[src/hw/charger_cfg_pkg.sv]
// Constants, field layouts and carrier types for the charger parameter registers.
// Assumes a 125 MHz sys_clk and a serial-bus engine that hands over byte accesses.
// What this block does
// - Precharge current code sits in first register bits 7:4, 60 mA steps, default 0010.
// - Precharge code written above 1100 is stored as 1100.
// - Termination current code sits in first register bits 3:0, default 0010.
// - Termination code above 1100 (780 mA) is stored as 1100.
// - Charge voltage code, second register 7:3, 3.856 V plus 32 mV steps, default 01011.
// - Charge voltage code 01111 selects 4.352 V instead of the linear value.
// - Charge voltage code above 11000 is stored as 11000.
// - Third register bit 7 enables termination, default 1.
// - Third register bit 6 turns the protection switch off, only while high impedance is on.
// - Third register 5:4 picks host timeout: off, 40 s, 80 s, 160 s; default 01.
// - Third register bit 3 enables both safety timers, default 1.
// - Third register bit 2 picks safety timer length 5 h or 10 h, default 1.
// - Fourth register bits 7:6 pick overvoltage threshold 5.5/6.5/10.5/14 V, default 01.
// - Fourth register 3:0: input voltage floor, 3.9 V plus 100 mV steps, default 0110.
// - Register reset restores all four registers; host timeout restores only the first three.
// - The timeout restart request clears itself once the timer has restarted.
package charger_cfg_pkg;

    localparam logic [7:0] PRECHARGE_TERMINATION_CURRENT_ADDR = 8'h03;
    localparam logic [7:0] CHARGE_VOLTAGE_RECHARGE_ADDR = 8'h04;
    localparam logic [7:0] TERMINATION_TIMER_CONTROL_ADDR = 8'h05;
    localparam logic [7:0] INPUT_PROTECTION_FLOOR_ADDR = 8'h06;

    // Reset values
    localparam logic [7:0] PRECHARGE_TERMINATION_CURRENT_RST = 8'h22;
    localparam logic [7:0] CHARGE_VOLTAGE_RECHARGE_RST = 8'h58;
    localparam logic [7:0] TERMINATION_TIMER_CONTROL_RST = 8'h9E;
    localparam logic [7:0] INPUT_PROTECTION_FLOOR_RST = 8'h46;

    // Implemented bits; everything else is reserved
    localparam logic [7:0] CHARGE_VOLTAGE_RECHARGE_MASK = 8'hF9;
    localparam logic [7:0] TERMINATION_TIMER_CONTROL_MASK = 8'hFE;
    localparam logic [7:0] INPUT_PROTECTION_FLOOR_MASK = 8'hCF;

    // Field positions
    localparam int PRECHARGE_LSB = 4;
    localparam int TERMINATION_LSB = 0;
    localparam int CHARGE_VOLTAGE_LSB = 3;
    localparam int RECHARGE_BIT = 0;
    localparam int TERM_ENABLE_BIT = 7;
    localparam int PROTECT_OFF_BIT = 6;
    localparam int TIMEOUT_SEL_LSB = 4;
    localparam int SAFETY_ENABLE_BIT = 3;
    localparam int SAFETY_LENGTH_BIT = 2;
    localparam int THERMAL_BIT = 1;
    localparam int OVERVOLTAGE_LSB = 6;
    localparam int VOLTAGE_FLOOR_LSB = 0;

    // Clamp limits and the special voltage code
    localparam logic [4:0] CURRENT_CODE_MAX = 5'h0C;
    localparam logic [4:0] CHARGE_VOLTAGE_MAX = 5'h18;
    localparam logic [4:0] CHARGE_VOLTAGE_SPECIAL = 5'h0F;
    localparam logic [12:0] CHARGE_VOLTAGE_OFFSET_MV = 13'd3856;
    localparam logic [12:0] CHARGE_VOLTAGE_STEP_MV = 13'd32;
    localparam logic [12:0] CHARGE_VOLTAGE_SPECIAL_MV = 13'd4352;

    // Host timeout periods in seconds, by select code
    localparam logic [7:0] TIMEOUT_40_S = 8'd40;
    localparam logic [7:0] TIMEOUT_80_S = 8'd80;
    localparam logic [7:0] TIMEOUT_160_S = 8'd160;

    // One-second prescaler
    localparam longint ONE_SECOND_NS = 1000000000;
    localparam longint CLK_PERIOD_NS = 8;
    localparam int SECOND_CYCLES = int'(ONE_SECOND_NS / CLK_PERIOD_NS);

    typedef struct packed {
        logic [3:0] precharge_current_code;
        logic [3:0] termination_current_code;
        logic [4:0] charge_voltage_code;
        logic [12:0] charge_voltage_mv;
        logic recharge_offset_select;
        logic termination_enable;
        logic input_protect_switch_off;
        logic [1:0] host_timeout_select;
        logic safety_timer_enable;
        logic safety_timer_length;
        logic thermal_limit_select;
        logic [1:0] input_overvoltage_threshold;
        logic [3:0] input_voltage_floor;
    } config_type;

    typedef struct packed {
        logic [7:0] prechg_term;
        logic [7:0] charge_voltage_code_rechg;
        logic [7:0] term_timer;
        logic [7:0] protect_floor;
        logic [26:0] tick_cnt;
        logic [7:0] sec_cnt;
        logic restart_pend;
        logic expired;
        logic [7:0] rdata;
        logic rvalid;
    } state_type;

endpackage

[src/hw/charger_param_config_regs.sv]
// Four configuration registers of the charger with clamping, decode and host timeout.
// Assumes the serial-bus engine presents single-cycle byte accesses on sys_clk.
`timescale 1ns/1ns
module charger_param_config_regs
    import charger_cfg_pkg::*;
#(
    parameter int SEC_CYCLES_P = SECOND_CYCLES
) (
    // Clock and reset
    input wire logic sys_clk,
    input wire logic rstn,
    // Register access from the serial-bus engine
    input wire logic [7:0] reg_addr,
    input wire logic reg_wr,
    input wire logic reg_rd,
    input wire logic [7:0] reg_wdata,
    output logic [7:0] reg_rdata,
    output logic reg_rd_valid,
    // Reset sources and timeout control
    input wire logic reg_rst,
    input wire logic host_timeout_restart,
    output logic host_timeout_restart_pending,
    output logic host_timeout_expired,
    // Charger state that qualifies the decode
    input wire logic input_high_impedance,
    // Settings to the charger core
    output config_type cfg
);

    state_type state_q;
    state_type state_d;
    logic [7:0] period_s;
    logic timeout_hit;
    logic tick_wrap;

    function automatic logic [4:0] clamp_code(input logic [4:0] v, input logic [4:0] lim);
        clamp_code = (v > lim) ? lim : v;
    endfunction

    function automatic logic [7:0] timeout_seconds(input logic [1:0] sel);
        case (sel)
            2'h1: timeout_seconds = TIMEOUT_40_S;
            2'h2: timeout_seconds = TIMEOUT_80_S;
            2'h3: timeout_seconds = TIMEOUT_160_S;
            default: timeout_seconds = 8'h00;
        endcase
    endfunction

    assign period_s = timeout_seconds(state_q.term_timer[TIMEOUT_SEL_LSB +: 2]);
    assign tick_wrap = (state_q.tick_cnt == 27'(SEC_CYCLES_P - 1));
    assign timeout_hit = (period_s != 8'h00) && !state_q.restart_pend && tick_wrap &&
                         ((state_q.sec_cnt + 8'h01) == period_s);

    always_comb begin
        state_d = state_q;
        state_d.expired = 1'b0;
        state_d.rvalid = reg_rd;
        state_d.rdata = 8'h00;

        // Writes store the clamped code so read-back matches what is applied
        if (reg_wr) begin
            case (reg_addr)
                PRECHARGE_TERMINATION_CURRENT_ADDR: begin
                    state_d.prechg_term[PRECHARGE_LSB +: 4] =
                        4'(clamp_code({1'b0, reg_wdata[PRECHARGE_LSB +: 4]},
                                      CURRENT_CODE_MAX));
                    state_d.prechg_term[TERMINATION_LSB +: 4] =
                        4'(clamp_code({1'b0, reg_wdata[TERMINATION_LSB +: 4]},
                                      CURRENT_CODE_MAX));
                end
                CHARGE_VOLTAGE_RECHARGE_ADDR: begin
                    state_d.charge_voltage_code_rechg = reg_wdata & CHARGE_VOLTAGE_RECHARGE_MASK;
                    state_d.charge_voltage_code_rechg[CHARGE_VOLTAGE_LSB +: 5] =
                        clamp_code(reg_wdata[CHARGE_VOLTAGE_LSB +: 5],
                                   CHARGE_VOLTAGE_MAX);
                end
                TERMINATION_TIMER_CONTROL_ADDR: begin
                    state_d.term_timer = reg_wdata & TERMINATION_TIMER_CONTROL_MASK;
                end
                INPUT_PROTECTION_FLOOR_ADDR: begin
                    state_d.protect_floor = reg_wdata & INPUT_PROTECTION_FLOOR_MASK;
                end
                default: begin
                end
            endcase
        end

        if (reg_rd) begin
            case (reg_addr)
                PRECHARGE_TERMINATION_CURRENT_ADDR: state_d.rdata = state_q.prechg_term;
                CHARGE_VOLTAGE_RECHARGE_ADDR: state_d.rdata = state_q.charge_voltage_code_rechg;
                TERMINATION_TIMER_CONTROL_ADDR: state_d.rdata = state_q.term_timer;
                INPUT_PROTECTION_FLOOR_ADDR: state_d.rdata = state_q.protect_floor;
                default: state_d.rdata = 8'h00;
            endcase
        end

        // Host timeout timer: a one-second prescaler feeding a seconds counter
        if (period_s == 8'h00) begin
            state_d.tick_cnt = 27'h0;
            state_d.sec_cnt = 8'h00;
        end else if (tick_wrap) begin
            state_d.tick_cnt = 27'h0;
            state_d.sec_cnt = state_q.sec_cnt + 8'h01;
        end else begin
            state_d.tick_cnt = state_q.tick_cnt + 27'h1;
        end

        // Restart clears the timer, then the request drops; a new request wins
        if (state_q.restart_pend) begin
            state_d.tick_cnt = 27'h0;
            state_d.sec_cnt = 8'h00;
        end
        state_d.restart_pend = host_timeout_restart;

        // Resets override a write in the same cycle
        if (timeout_hit) begin
            state_d.prechg_term = PRECHARGE_TERMINATION_CURRENT_RST;
            state_d.charge_voltage_code_rechg = CHARGE_VOLTAGE_RECHARGE_RST;
            state_d.term_timer = TERMINATION_TIMER_CONTROL_RST;
            state_d.tick_cnt = 27'h0;
            state_d.sec_cnt = 8'h00;
            state_d.expired = 1'b1;
        end
        if (reg_rst) begin
            state_d.prechg_term = PRECHARGE_TERMINATION_CURRENT_RST;
            state_d.charge_voltage_code_rechg = CHARGE_VOLTAGE_RECHARGE_RST;
            state_d.term_timer = TERMINATION_TIMER_CONTROL_RST;
            state_d.protect_floor = INPUT_PROTECTION_FLOOR_RST;
            state_d.tick_cnt = 27'h0;
            state_d.sec_cnt = 8'h00;
            state_d.restart_pend = 1'b0;
        end
    end

    always_ff @(posedge sys_clk or negedge rstn) begin
        if (!rstn) begin
            state_q <= '{prechg_term: PRECHARGE_TERMINATION_CURRENT_RST,
                         charge_voltage_code_rechg: CHARGE_VOLTAGE_RECHARGE_RST,
                         term_timer: TERMINATION_TIMER_CONTROL_RST,
                         protect_floor: INPUT_PROTECTION_FLOOR_RST,
                         default: '0};
        end else begin
            state_q <= state_d;
        end
    end

    assign reg_rdata = state_q.rdata;
    assign reg_rd_valid = state_q.rvalid;
    assign host_timeout_restart_pending = state_q.restart_pend;
    assign host_timeout_expired = state_q.expired;

    always_comb begin
        cfg.precharge_current_code = state_q.prechg_term[PRECHARGE_LSB +: 4];
        cfg.termination_current_code = state_q.prechg_term[TERMINATION_LSB +: 4];
        cfg.charge_voltage_code = state_q.charge_voltage_code_rechg[CHARGE_VOLTAGE_LSB +: 5];
        // The linear sum at 01111 would give 4.336 V; that code is remapped
        if (cfg.charge_voltage_code == CHARGE_VOLTAGE_SPECIAL) begin
            cfg.charge_voltage_mv = CHARGE_VOLTAGE_SPECIAL_MV;
        end else begin
            cfg.charge_voltage_mv = 13'(CHARGE_VOLTAGE_OFFSET_MV +
                CHARGE_VOLTAGE_STEP_MV * {8'h00, cfg.charge_voltage_code});
        end
        cfg.recharge_offset_select = state_q.charge_voltage_code_rechg[RECHARGE_BIT];
        cfg.termination_enable = state_q.term_timer[TERM_ENABLE_BIT];
        cfg.input_protect_switch_off = state_q.term_timer[PROTECT_OFF_BIT] &&
                                       input_high_impedance;
        cfg.host_timeout_select = state_q.term_timer[TIMEOUT_SEL_LSB +: 2];
        cfg.safety_timer_enable = state_q.term_timer[SAFETY_ENABLE_BIT];
        cfg.safety_timer_length = state_q.term_timer[SAFETY_LENGTH_BIT];
        cfg.thermal_limit_select = state_q.term_timer[THERMAL_BIT];
        cfg.input_overvoltage_threshold = state_q.protect_floor[OVERVOLTAGE_LSB +: 2];
        cfg.input_voltage_floor = state_q.protect_floor[VOLTAGE_FLOOR_LSB +: 4];
    end
endmodule // charger_param_config_regs

[config.mk]
export PLATFORM = sky130hd
export DESIGN_NAME = charger_param_config_regs
export DESIGN_NICKNAME = d
export VERILOG_FILES = /design/src/hw/charger_cfg_pkg.sv /design/src/hw/charger_param_config_regs.sv
export SDC_FILE = /design/constraint.sdc
export NUM_CORES = 1
export LEC_CHECK = 0
export ABC_AREA = 0
export BUFFER_PORTS_ARGS = -buffer_cell sky130_fd_sc_hd__clkbuf_2
export CORE_ASPECT_RATIO = 0.75
export CORE_MARGIN = 2
export CORE_UTILIZATION = 40
export DETAILED_ROUTE_END_ITERATION = 7
export HOLD_SLACK_MARGIN = 0.15
export PLACE_DENSITY = 0.62
export RECOVER_POWER = 100
export SLEW_MARGIN = 20
export SYNTH_ARGS = -nofsm -noshare
export SYNTH_HDL_FRONTEND = slang
export SYNTH_SLANG_ARGS = --single-unit
[constraint.sdc]
create_clock -name sys_clk -period 6.4 [get_ports sys_clk]
set_clock_uncertainty 0.05 [all_clocks]
set_input_delay 1.28 -clock sys_clk [delete_from_list [all_inputs] [get_ports sys_clk]]
set_output_delay 1.28 -clock sys_clk [all_outputs]
set_load 0.01 [all_outputs]
Yosys cells after proc, flatten, opt, wreduce, memory -nomap -nowiden
Index checks and enable logic that the tools add are counted.
- register bits: 78
- input port bits: 23
- output and inout bits: 51
- logic and storage cells: 64
- add/sub/neg operators: 3
- magnitude comparators: 3
- equal/unequal tests: 10
- muxes and demuxes: 20
- reductions and logical operators: 18
- operators by type and width (cell ; number):
    $mux 35 ; 3
    $mux 68 ; 1
    $mux 8 ; 6
    $mux 32 ; 1
    $pmux 8 s4 ; 1
    $add 27x1->27 const B ; 1
    $eq 27x27->1 const B ; 1
    $mux 27 ; 1
    $eq 8x3->1 const B ; 3
    $mux 24 ; 1
    $pmux 8 s3 ; 1
    $add 12x10->13 const A ; 1
    $mux 13 ; 1
    $reduce_bool 3->1 ; 4
    $add 8x1->8 const B ; 1
    $eq 8x2->1 const B ; 1
    $eq 8x8->1 ; 1
    $gt 4x4->1 const B ; 2
    $logic_not 8->1 ; 1
    $mux 4 ; 2
    $reduce_and 2->1 ; 4
    $reduce_bool 8->1 ; 1
    $eq 5x4->1 const B ; 1
    $gt 5x5->1 const B ; 1
    other kinds (8) ; 13

Longest topological paths before layout
Gate-level depths: netlist (run 1).
- word-level depth: 8
- mapped depth: 10
- mapped depth without buffers: 8

Least setup slack after synthesis (run 1)
Ideal clock, no wire load.
- path kind: input to register
- start point: in reg_addr[5]
- end point: reg state_q, in the netlist cfg[1]
- library setup time: 0.082 ns
- data arrival time: 2.745 ns
- data required time: 6.268 ns
- setup slack: 3.523 ns
- stages on the path: 7
- buffers on the path: 1
- cells stage by stage: or4_4 > nor2_4 > nand2_4 > nor3b_4 > buf_6 > nand2_4 > a211o_1
- longest elaborated chain between the ends: 3
- RTL lines (item ; RTL line ; RTL):
    start, declared ; charger_param_config_regs.sv:13 ; input wire logic [7:0] reg_addr,
    $eq 8x3->1 ; charger_param_config_regs.sv:62 ; case (reg_addr)
    $reduce_bool 2->1 (no source line) ; n/a ;
    $reduce_and 2->1 (no source line) ; n/a ;
    end signal, assigned ; charger_param_config_regs.sv:138 ; state_q <= '{prechg_term: PRECHARGE_TERMINATION_CURRENT_RST,
    end signal, assigned ; charger_param_config_regs.sv:144 ; state_q <= state_d;
    end, declared ; charger_param_config_regs.sv:30 ; state_type state_q;
Every way passes these cells.
A chain may end at the register's enable or synchronous reset.

Worst setup path after layout (run 1)
- start point: in reg_addr[5]
- end point: reg state_q, in the netlist cfg[9]
- longest elaborated chain between the ends: 3
- RTL lines (item ; RTL line):
    $eq 8x3->1 ; charger_param_config_regs.sv:62
    $reduce_bool 3->1 (no source line) ; n/a
    $reduce_and 2->1 (no source line) ; n/a
Every way passes these cells.

==> metrics.txt, run 1 <==
clock-pin slew on the worst setup and hold paths=60 ps; number of synthesized register bits=73; Synth area leader=dfrtp_1; global route total overflow=0; Die X=121 um; DR vias=3232; Worst EP required=6590 ps; vias in the first global route=2920; worst path cell trace=clkbuf_2, or4_1, nor2_1, nand2_4, nor3b_1, nand2_1, nand2_1, nand3_1; htree depth=3; RSZ-0062 raised after global routing=no; DP Area=4240 um^2; Clock Path Buffers=2; CTS resizes=0; Sinks on Clock Net=73; WL per Instance=15.6 um; Top Ports=74; EDFF count, synth=0; ys async rst share=100%; Die Ht=91.7 um; detailed placement HPWL=6.55 mm; Skew-Pair Late Insertion Delay=330 ps; Num CTS Buffers=9; pwr dens=228 nW/um^2; Hold Crit Depth=1; fillers=985; largest net degree at the start of global routing=74; initial core utilization=41.8%; startpoint type of the worst setup path=primary input; count of pins over their slew limit=30; Max stage delay on crit path=1390 ps; Max Fclk=233 MHz; synth-to-layout area growth=8.45%; Worst R2R Setup Slack=3410 ps; Leak=1.87 nW; post-synthesis cell type count=50; Worst path slowest cell=nor3b_1; I/O Buffers=69; # rows=31; Via density=5.35; Routed Wire Length=9.40 mm; Placer Congestion=0.886; dominant synthesized flop cell=dfrtp_1; most frequent cells in the layout=60 x dfrtp_1, 58 x nand2_1, 43 x nor2_1; Avg Inst Size Synth=9.34 um^2; Synth warnings=0; CP Capture Type=register; endpoints failing setup=0; Yosys top cell area share=36.6%; Min-Delay Path Class=reg2reg; share of cells above drive strength 1=12.7%; DRT iter0 DRCs=222; Antenna Nets Post-Route=0; commonest non-fill, non-tap cell in the layout=dfrtp_1; final hold violations=0; Gate Count Post-Synth=439; top cells by area, synth=dfrtp_1 37%, dfstp_2 8.3%, buf_4 7.5%; fin nets=495; worst-path fanout max=15; final worst path period share=67.0%; CTS tree=yes; worst-margin pin slew=1770 ps; Setup TNS=0 ps; Antenna diodes=0; initial antenna violation count=0; first-pass GRT wire length=15.1 mm; DIE AREA=11100 um^2; Setup Fix Bufs, Post-CTS=0; status=complete, but fails checks; # Max-Cap Violations=2; sequential fraction of the synthesis area=44.9%; Setup CP Type=in2reg; DRT Pass-1 Iters=5; Worst EP arrival=4480 ps; synthesized area=4100 um^2; Tot GR Track Use=17.4%; Slew HR=-18.4%; Hold Crit Endpoint=state_q[19]; core region area=9810 um^2; Min-Delay Startpoint=state_q[19]; Finished Cell Area=4450 um^2; VDD IR max=0.111 mV; failing checks=max-capacitance violations, max-slew violations; cell seen most often among critical-path stages=nand2_1; Root Driver=clkbuf_16; worst reg2reg endpoint=state_q[16]; r2r startpoint=cfg[9]; post-layout min period=4290 ps; crit-path leading delay family=simple AND/OR/NAND/NOR gates; R2R cell count=5; WP buf/inv=1; hold buffers post-CTS=0; # DRC=0
metrics by stage:
step / util (%) / instances / hold slack (ps) / total power, mW / setup WS, ps
2_1_floorplan: - / 442 / 405 / 0.503 / 3520
3_3_place_gp: 43.2 / 588 / 429 / 0.528 / 2940
3_5_place_dp: 43.2 / 588 / 432 / 0.528 / 2900
4_1_cts: 46.2 / 604 / 441 / 1.03 / 3250
5_1_grt: 45.3 / 604 / 463 / 1.05 / 1940
6_report: 45.3 / 604 / 455 / 1.01 / 2110
layer usage:
metal / share of wire (%) / global-route usage, % / wire, um
met1: 51 / 27.6 / 4820
met4: 1.2 / 5.62 / 115
met3: 6.8 / 4.35 / 641
met2: 41 / 22.6 / 3820
met5: 0 / 0 / 0
Yosys cell counts, drive strengths merged, types with 2 or more instances:
| master | instances |
|---|---|
| inv | 5 |
| buf | 52 |
| dfstp | 13 |
| or3 | 2 |
| nor4b | 2 |
| ha | 5 |
| nand3 | 41 |
| nand4b | 2 |
| a21oi | 24 |
| or4 | 2 |
| nand2b | 2 |
| and2 | 7 |
| nor2b | 3 |
| nor4 | 4 |
| a211o | 4 |
| clkbuf | 4 |
| o211ai | 5 |
| xor2 | 22 |
| nor3 | 6 |
| o31ai | 5 |
| a222oi | 8 |
| and3 | 12 |
| dfrtp | 60 |
| nand2 | 60 |
| nor3b | 3 |
| nand4 | 14 |
| o21ai | 8 |
| xnor2 | 10 |
| nor2 | 44 |
logic make-up (layout without fill, tap and decap cells):
kind of cell | after synthesis | in the layout | share of synthesized area, %
AND/OR/NAND/NOR | 210 | 210 | 27.3
adder cells (fa/ha/maj) | 5 | 5 | 1.53
flip-flops | 73 | 73 | 44.9
XOR/XNOR | 32 | 32 | 6.84
other | 1 | 4 | 0.0915
AO/OA/AOI/OAI | 57 | 57 | 9.34
buffers and inverters | 61 | 91 | 9.98
registers in the layout, indices dropped and copies added (netlist names):
register / cells
cfg: 26
host_timeout_expired: 1
host_timeout_restart_pending: 1
reg_rd_valid: 1
reg_rdata: 8
state_q: 36
how the worst max path moves through the flow:
stage / from / end / slack (ps) / cells past startpoint
floorplan: reg_addr[5] / cfg[1] / 3520 / 7
global placement: reg_addr[5] / cfg[36] / 2940 / 6
detailed placement: reg_addr[5] / cfg[36] / 2900 / 6
CTS: reg_addr[5] / cfg[36] / 3250 / 6
global route: reg_addr[5] / state_q[60] / 1940 / 8
finish: reg_addr[5] / cfg[9] / 2110 / 8
layout make-up:
type                    instances  area (um^2)  area share (%)
repair buffers                 70          308            6.92
multi-input cells             308         1820            40.8
clock buffers                  10          229            5.15
flip-flops and latches         73         1840            41.4
inverters                       5         18.8           0.422
well taps                     132          165            3.71
clock inverters                 6         67.6            1.52
where the power goes:
group	internal (mW)	total [mW]	switching, mW
sequential	0.465	0.469	0.00416
clock	0.303	0.498	0.195
combinational	0.0118	0.0479	0.0360
total	0.780	1.01	0.235
Note: power is estimated with default switching activity, not from simulation.
==> inputs of run 2 (changes only) <==
- clock period: 6.4 -> 4.3 ns (I/O delays scaled with it)
==> run 2 against run 1 <==
Clock-buffer cell count is 1 higher. Clock power is 73% higher. Highest routed layer unchanged. Critical endpoint is now cfg[27]. Total power is 61% higher. Register-to-register slack worse by 2100 ps. Sequential power is 49% higher. Routed wire length is 1.1% lower. The flow still finishes with violations (max-capacitance violations, max-slew violations). Sequential share of layout area is 0.44 points lower. Largest cell class unchanged.
==> metrics.txt, run 2 (synthesis results as in run 1) <==
Top Ports=74 (unchanged); core region area=9810 um^2 (unchanged); DRT Pass-1 Iters=6 (+1); first-pass GRT wire length=15.5 mm (+2.2%); crit-path leading delay family=simple AND/OR/NAND/NOR gates; most frequent cells in the layout=60 x dfrtp_1, 59 x nand2_1, 43 x nor2_1; Antenna diodes=0 (unchanged); Clock Path Buffers=2 (unchanged); Root Driver=clkbuf_16; WP buf/inv=1 (unchanged); Worst EP arrival=3540 ps (-940 ps); share of cells above drive strength 1=12.5% (-0.24 points); worst path cell trace=clkbuf_2, or4_1, nor2_1, nand2_4, nor3_1, nand2_1, a21oi_1, o21ai_0; Setup Fix Bufs, Post-CTS=0 (unchanged); Tot GR Track Use=17.5% (+0.13 points); Max Fclk=298 MHz; CP Capture Type=register; DP Area=4250 um^2 (+0.18%); CTS tree=yes; fin nets=496 (+0.20%); WL per Instance=15.4 um (-1.2%); initial antenna violation count=0 (unchanged); Routed Wire Length=9.30 mm (-1.1%); RSZ-0062 raised after global routing=no; VDD IR max=0.167 mV (+50%); Finished Cell Area=4490 um^2 (+1.1%); r2r startpoint=cfg[9]; Seq pwr share=42.9% (-3.3 points); Design Power=1.63 mW (+61%); global route total overflow=0 (unchanged); clock-pin slew on the worst setup and hold paths=60 ps (about the same); # rows=31 (unchanged); Clk network pwr share=52.8% (+3.8 points); status=complete, but fails checks; I/O Buffers=69 (unchanged); worst-path fanout max=12 (-3); synth-to-layout area growth=9.61%; # DRC=0 (unchanged); Die X=121 um (unchanged); Final Core Density=45.8% (+0.48 points); largest net degree at the start of global routing=40 (-46%); Num CTS Buffers=9 (unchanged); final hold violations=0 (unchanged); worst-margin pin slew=2070 ps (+296 ps); vias in the first global route=3037 (+4.0%); Leak=1.90 nW (+1.5%); final worst path period share=78.0%; # Max-Cap Violations=1 (-1); Antenna Nets Post-Route=0 (unchanged); Slew HR=-37.9% (-19 points); commonest non-fill, non-tap cell in the layout=dfrtp_1; fillers=970 (-1.5%); CTS resizes=0 (unchanged); Reg area=1840 um^2 (unchanged); detailed placement HPWL=6.59 mm (+0.54%); post-route insts no fill=605 (+0.17%); pwr dens=363 nW/um^2 (+59%); Min-Delay Startpoint=state_q[19]; Fin Hold WS=442 ps (-13.5 ps); Skew-Pair Late Insertion Delay=330 ps (about the same); Worst path slowest cell=nor3_1; Via density=5.39 (+0.70%); Biggest register=state_q; Comb pwr share=4.3% (-0.4 points); DRT iter0 DRCs=324 (+46%); Max stage delay on crit path=1030 ps (-360 ps); Min-Delay Path Class=reg2reg; Int Pwr=1.29 mW (+66%); endpoints failing setup=0 (unchanged); dpl cells=589 (+0.17%); Die Ht=91.7 um (unchanged); startpoint type of the worst setup path=primary input; Placer Congestion=0.882 (-0.42%); Setup CP Type=in2reg; DR vias=3260 (+0.87%); crit path from=reg_addr[5]; failing checks=max-capacitance violations, max-slew violations; switching pwr=0.336 mW (+43%); Worst EP required=4490 ps (-2100 ps); area of the multi-input gates=1820 um^2 (unchanged); initial core utilization=41.8% (unchanged); htree depth=3 (unchanged); DIE AREA=11100 um^2 (unchanged); Sinks on Clock Net=73 (unchanged); hold buffers post-CTS=0 (unchanged); PnR worst setup slack=946 ps (-1170 ps); Sw Share=20.7% (-2.5 points); Largest register FFs=36 (unchanged); DP Worst Slack=1270 ps (-1630 ps); count of pins over their slew limit=40 (+33%); Setup TNS=0 ps (unchanged); post-layout min period=3350 ps
run 2: changes by cell type in the layout (fill, tap and decap cells not counted), sizes merged:
cell | previous run | this run
clkbuf | 77 | 82
buf | 3 | 0
bufinv | 1 | 3
clkinvlp | 2 | 0
inv | 6 | 5
run 2: power groups by stage:
stage | combinational (mW) | sequential [mW] | clock [mW]
after floorplan | 0.0381 | 0.710 | 0
after global placement | 0.0740 | 0.711 | 0
after detailed placement | 0.0743 | 0.711 | 0
after CTS | 0.0749 | 0.699 | 0.878
after global routing | 0.0801 | 0.699 | 0.906
final | 0.0703 | 0.699 | 0.860
run 2: per-layer routing:
metal / global-route usage, % / routed length, um / vias to the layer above
met2: 24.0 / 3830 / 137
met3: 3.86 / 698 / 8
met1: 27.3 / 4680 / 1563
met5: 0 / 0 / -
met4: 5.23 / 91 / 0
li1: - / - / 1552
run 2: final cells by class:
| cell class | count | share of cell area (%) |
|---|---|---|
| repair buffers | 71 | 6.79 |
| clock inverters | 5 | 2.31 |
| well taps | 132 | 3.67 |
| inverters | 5 | 0.418 |
| flip-flops and latches | 73 | 41.0 |
| clock buffers | 11 | 5.40 |
| multi-input cells | 308 | 40.4 |
run 2: worst paths after layout:
check                               end  slack, ps  depth (start not counted)
setup / recovery                cfg[27]        950                          8
hold / removal              state_q[19]        440                          1
setup reg to reg            state_q[16]       1340                          5
hold reg to reg             state_q[19]        440                          1
max in group asynchronous   state_q[16]       1340                          2
min in group asynchronous  reg_rd_valid       1060                          1
==> inputs of run 3 (changes only) <==
- PLACE_DENSITY: 0.62 -> 0.65
- clock period: 4.3 -> 2.7 ns (I/O delays scaled with it)
==> run 3 against run 2 <==
The flow still finishes with violations (max-capacitance violations, max-slew violations). Non-clock buffer count is 11 higher. Critical path type unchanged. Sequential cell count stayed put. Die area stayed put. Total power is 55% higher. Critical path depth stayed put. Final cell count is 1.8% higher. Worst hold slack worse by 160 ps.
==> metrics.txt, run 3 (synthesis results as in run 1) <==
Top Ports=74 (unchanged); hold buffers post-CTS=0 (unchanged); Hold Crit Endpoint=reg_rd_valid; worst-path fanout max=9 (-3); count of pins over their slew limit=31 (-23%); Num CTS Buffers=9 (unchanged); core region area=9810 um^2 (unchanged); status=complete, but fails checks; VDD IR max=0.276 mV (+65%); Skew-Pair Late Insertion Delay=340 ps (about the same); Die X=121 um (unchanged); worst path cell trace=clkbuf_2, or4_1, nor2_1, nand2_4, nor3b_1, buf_4, a222oi_1, a21oi_1; vias in the first global route=3238 (+6.6%); dpl cells=600 (+1.9%); Min-Delay Path Class=in2reg; commonest non-fill, non-tap cell in the layout=dfrtp_1; Setup Fix Bufs, Post-CTS=0 (unchanged); R2R cell count=9 (+4); Root Driver=clkbuf_16; Worst EP required=2890 ps (-1600 ps); WP depth=8 (unchanged); Hold Crit Depth=1 (unchanged); Worst R2R Setup Slack=230 ps (-1110 ps); Antenna Nets Post-Route=0 (unchanged); Tot GR Track Use=18.2% (+0.70 points); # Max-Cap Violations=1 (unchanged); DRT Pass-1 Iters=8 (+2); DRT iter0 DRCs=340 (+4.9%); initial core utilization=41.8% (unchanged); WL per Instance=15.5 um (+0.96%); Max stage delay on crit path=580 ps (-450 ps); Slew HR=-6.89% (+31 points); global route total overflow=0 (unchanged); Die Ht=91.7 um (unchanged); Largest register FFs=36 (unchanged); Min-Delay Startpoint=reg_rd; worst-margin pin slew=1600 ps (-465 ps); DR vias=3366 (+3.3%); largest net degree at the start of global routing=31 (-23%); Sinks on Clock Net=73 (unchanged); share of cells above drive strength 1=15.3% (+2.8 points); Biggest register=state_q; Worst EP arrival=2720 ps (-820 ps); Setup CP Type=in2reg; htree depth=3 (unchanged); Setup TNS=0 ps (unchanged); pwr dens=554 nW/um^2 (+53%); Antenna diodes=0 (unchanged); detailed placement HPWL=7.07 mm (+7.2%); fin nets=507 (+2.2%); startpoint type of the worst setup path=primary input; most frequent cells in the layout=60 x dfrtp_1, 58 x nand2_1, 43 x nor2_1; CTS tree=yes; failing checks=max-capacitance violations, max-slew violations; Leak=1.95 nW (+2.6%); Final Core Density=46.5% (+0.69 points); Clock Path Buffers=2 (unchanged); Worst path slowest cell=or4_1; synth-to-layout area growth=11.3%; initial antenna violation count=0 (unchanged); Finished Cell Area=4560 um^2 (+1.5%); final worst path period share=93.7%; # DRC=0 (unchanged); DP Area=4340 um^2 (+2.2%); RSZ-0062 raised after global routing=no; Placer Congestion=0.883 (about the same); post-layout min period=2530 ps; I/O Buffers=69 (unchanged); DIE AREA=11100 um^2 (unchanged); first-pass GRT wire length=16.1 mm (+4.3%); CP Capture Type=register; Via density=5.46 (+1.4%); # rows=31 (unchanged); crit-path leading delay family=simple AND/OR/NAND/NOR gates; worst reg2reg endpoint=cfg[31]; endpoints failing setup=0 (unchanged); WP buf/inv=2 (+1); final hold violations=0 (unchanged); r2r startpoint=state_q[11]; clock-pin slew on the worst setup and hold paths=60 ps (about the same); CTS resizes=0 (unchanged); Routed Wire Length=9.56 mm (+2.8%); post-route insts no fill=616 (+1.8%); Max Fclk=395 MHz
## run 3: worst reg2reg max path, cell delays in order (launching register included)
cell,delay [ps]
dfrtp_1,430
ha_1,310
and3b_1,210
nand2_1,90
and3_1,200
o31ai_2,290
nand4_1,300
nand2b_1,170
clkbuf_4,240
a21oi_1,70
## run 3: worst max-delay path by stage
| stage | startpoint | end | slack [ps] |
|---|---|---|---|
| after detailed placement | reg_addr[5] | cfg[2] | 210 |
| after CTS | state_q[11] | state_q[18] | 220 |
| after global routing | state_q[11] | cfg[39] | 30 |
| after floorplan | reg_addr[5] | cfg[1] | 560 |
| final | reg_addr[5] | reg_rdata[7] | 170 |
| after global placement | reg_addr[5] | cfg[2] | 290 |
## run 3: area by class of cell
| class | count | area (um^2) |
|---|---|---|
| fill | 941 | 5250 |
| inverter | 5 | 18.8 |
| timing repair buffer | 82 | 385 |
| sequential | 73 | 1840 |
| clock buffer | 12 | 246 |
| clock inverter | 4 | 77.6 |
| multi-input combinational | 308 | 1830 |
| tap | 132 | 165 |
## run 3: through the flow
stage                     setup slack (ps)  hold WS (ps)  power, mW
after floorplan                        563           194       1.19
after global placement                 289           422       1.26
after detailed placement               213           450       1.26
after CTS                              223           215       2.56
after global routing                  30.4           285       2.61
final                                  169           283       2.53
## run 3: layer usage
layer | up-vias | track usage [%] | share of wire, %
met2 | 122 | 25.5 | 43
li1 | 1569 | - | -
met5 | - | 0 | 0
met3 | 7 | 4.35 | 7.3
met4 | 0 | 6.30 | 1.2
met1 | 1668 | 27.4 | 49
## run 3: power by group
| part | internal [mW] | switching [mW] | leakage, nW | total [mW] |
|---|---|---|---|---|
| clock network | 0.838 | 0.459 | 0.157 | 1.30 |
| registers | 1.10 | 0.0103 | 0.950 | 1.11 |
| logic | 0.0321 | 0.0862 | 0.840 | 0.118 |
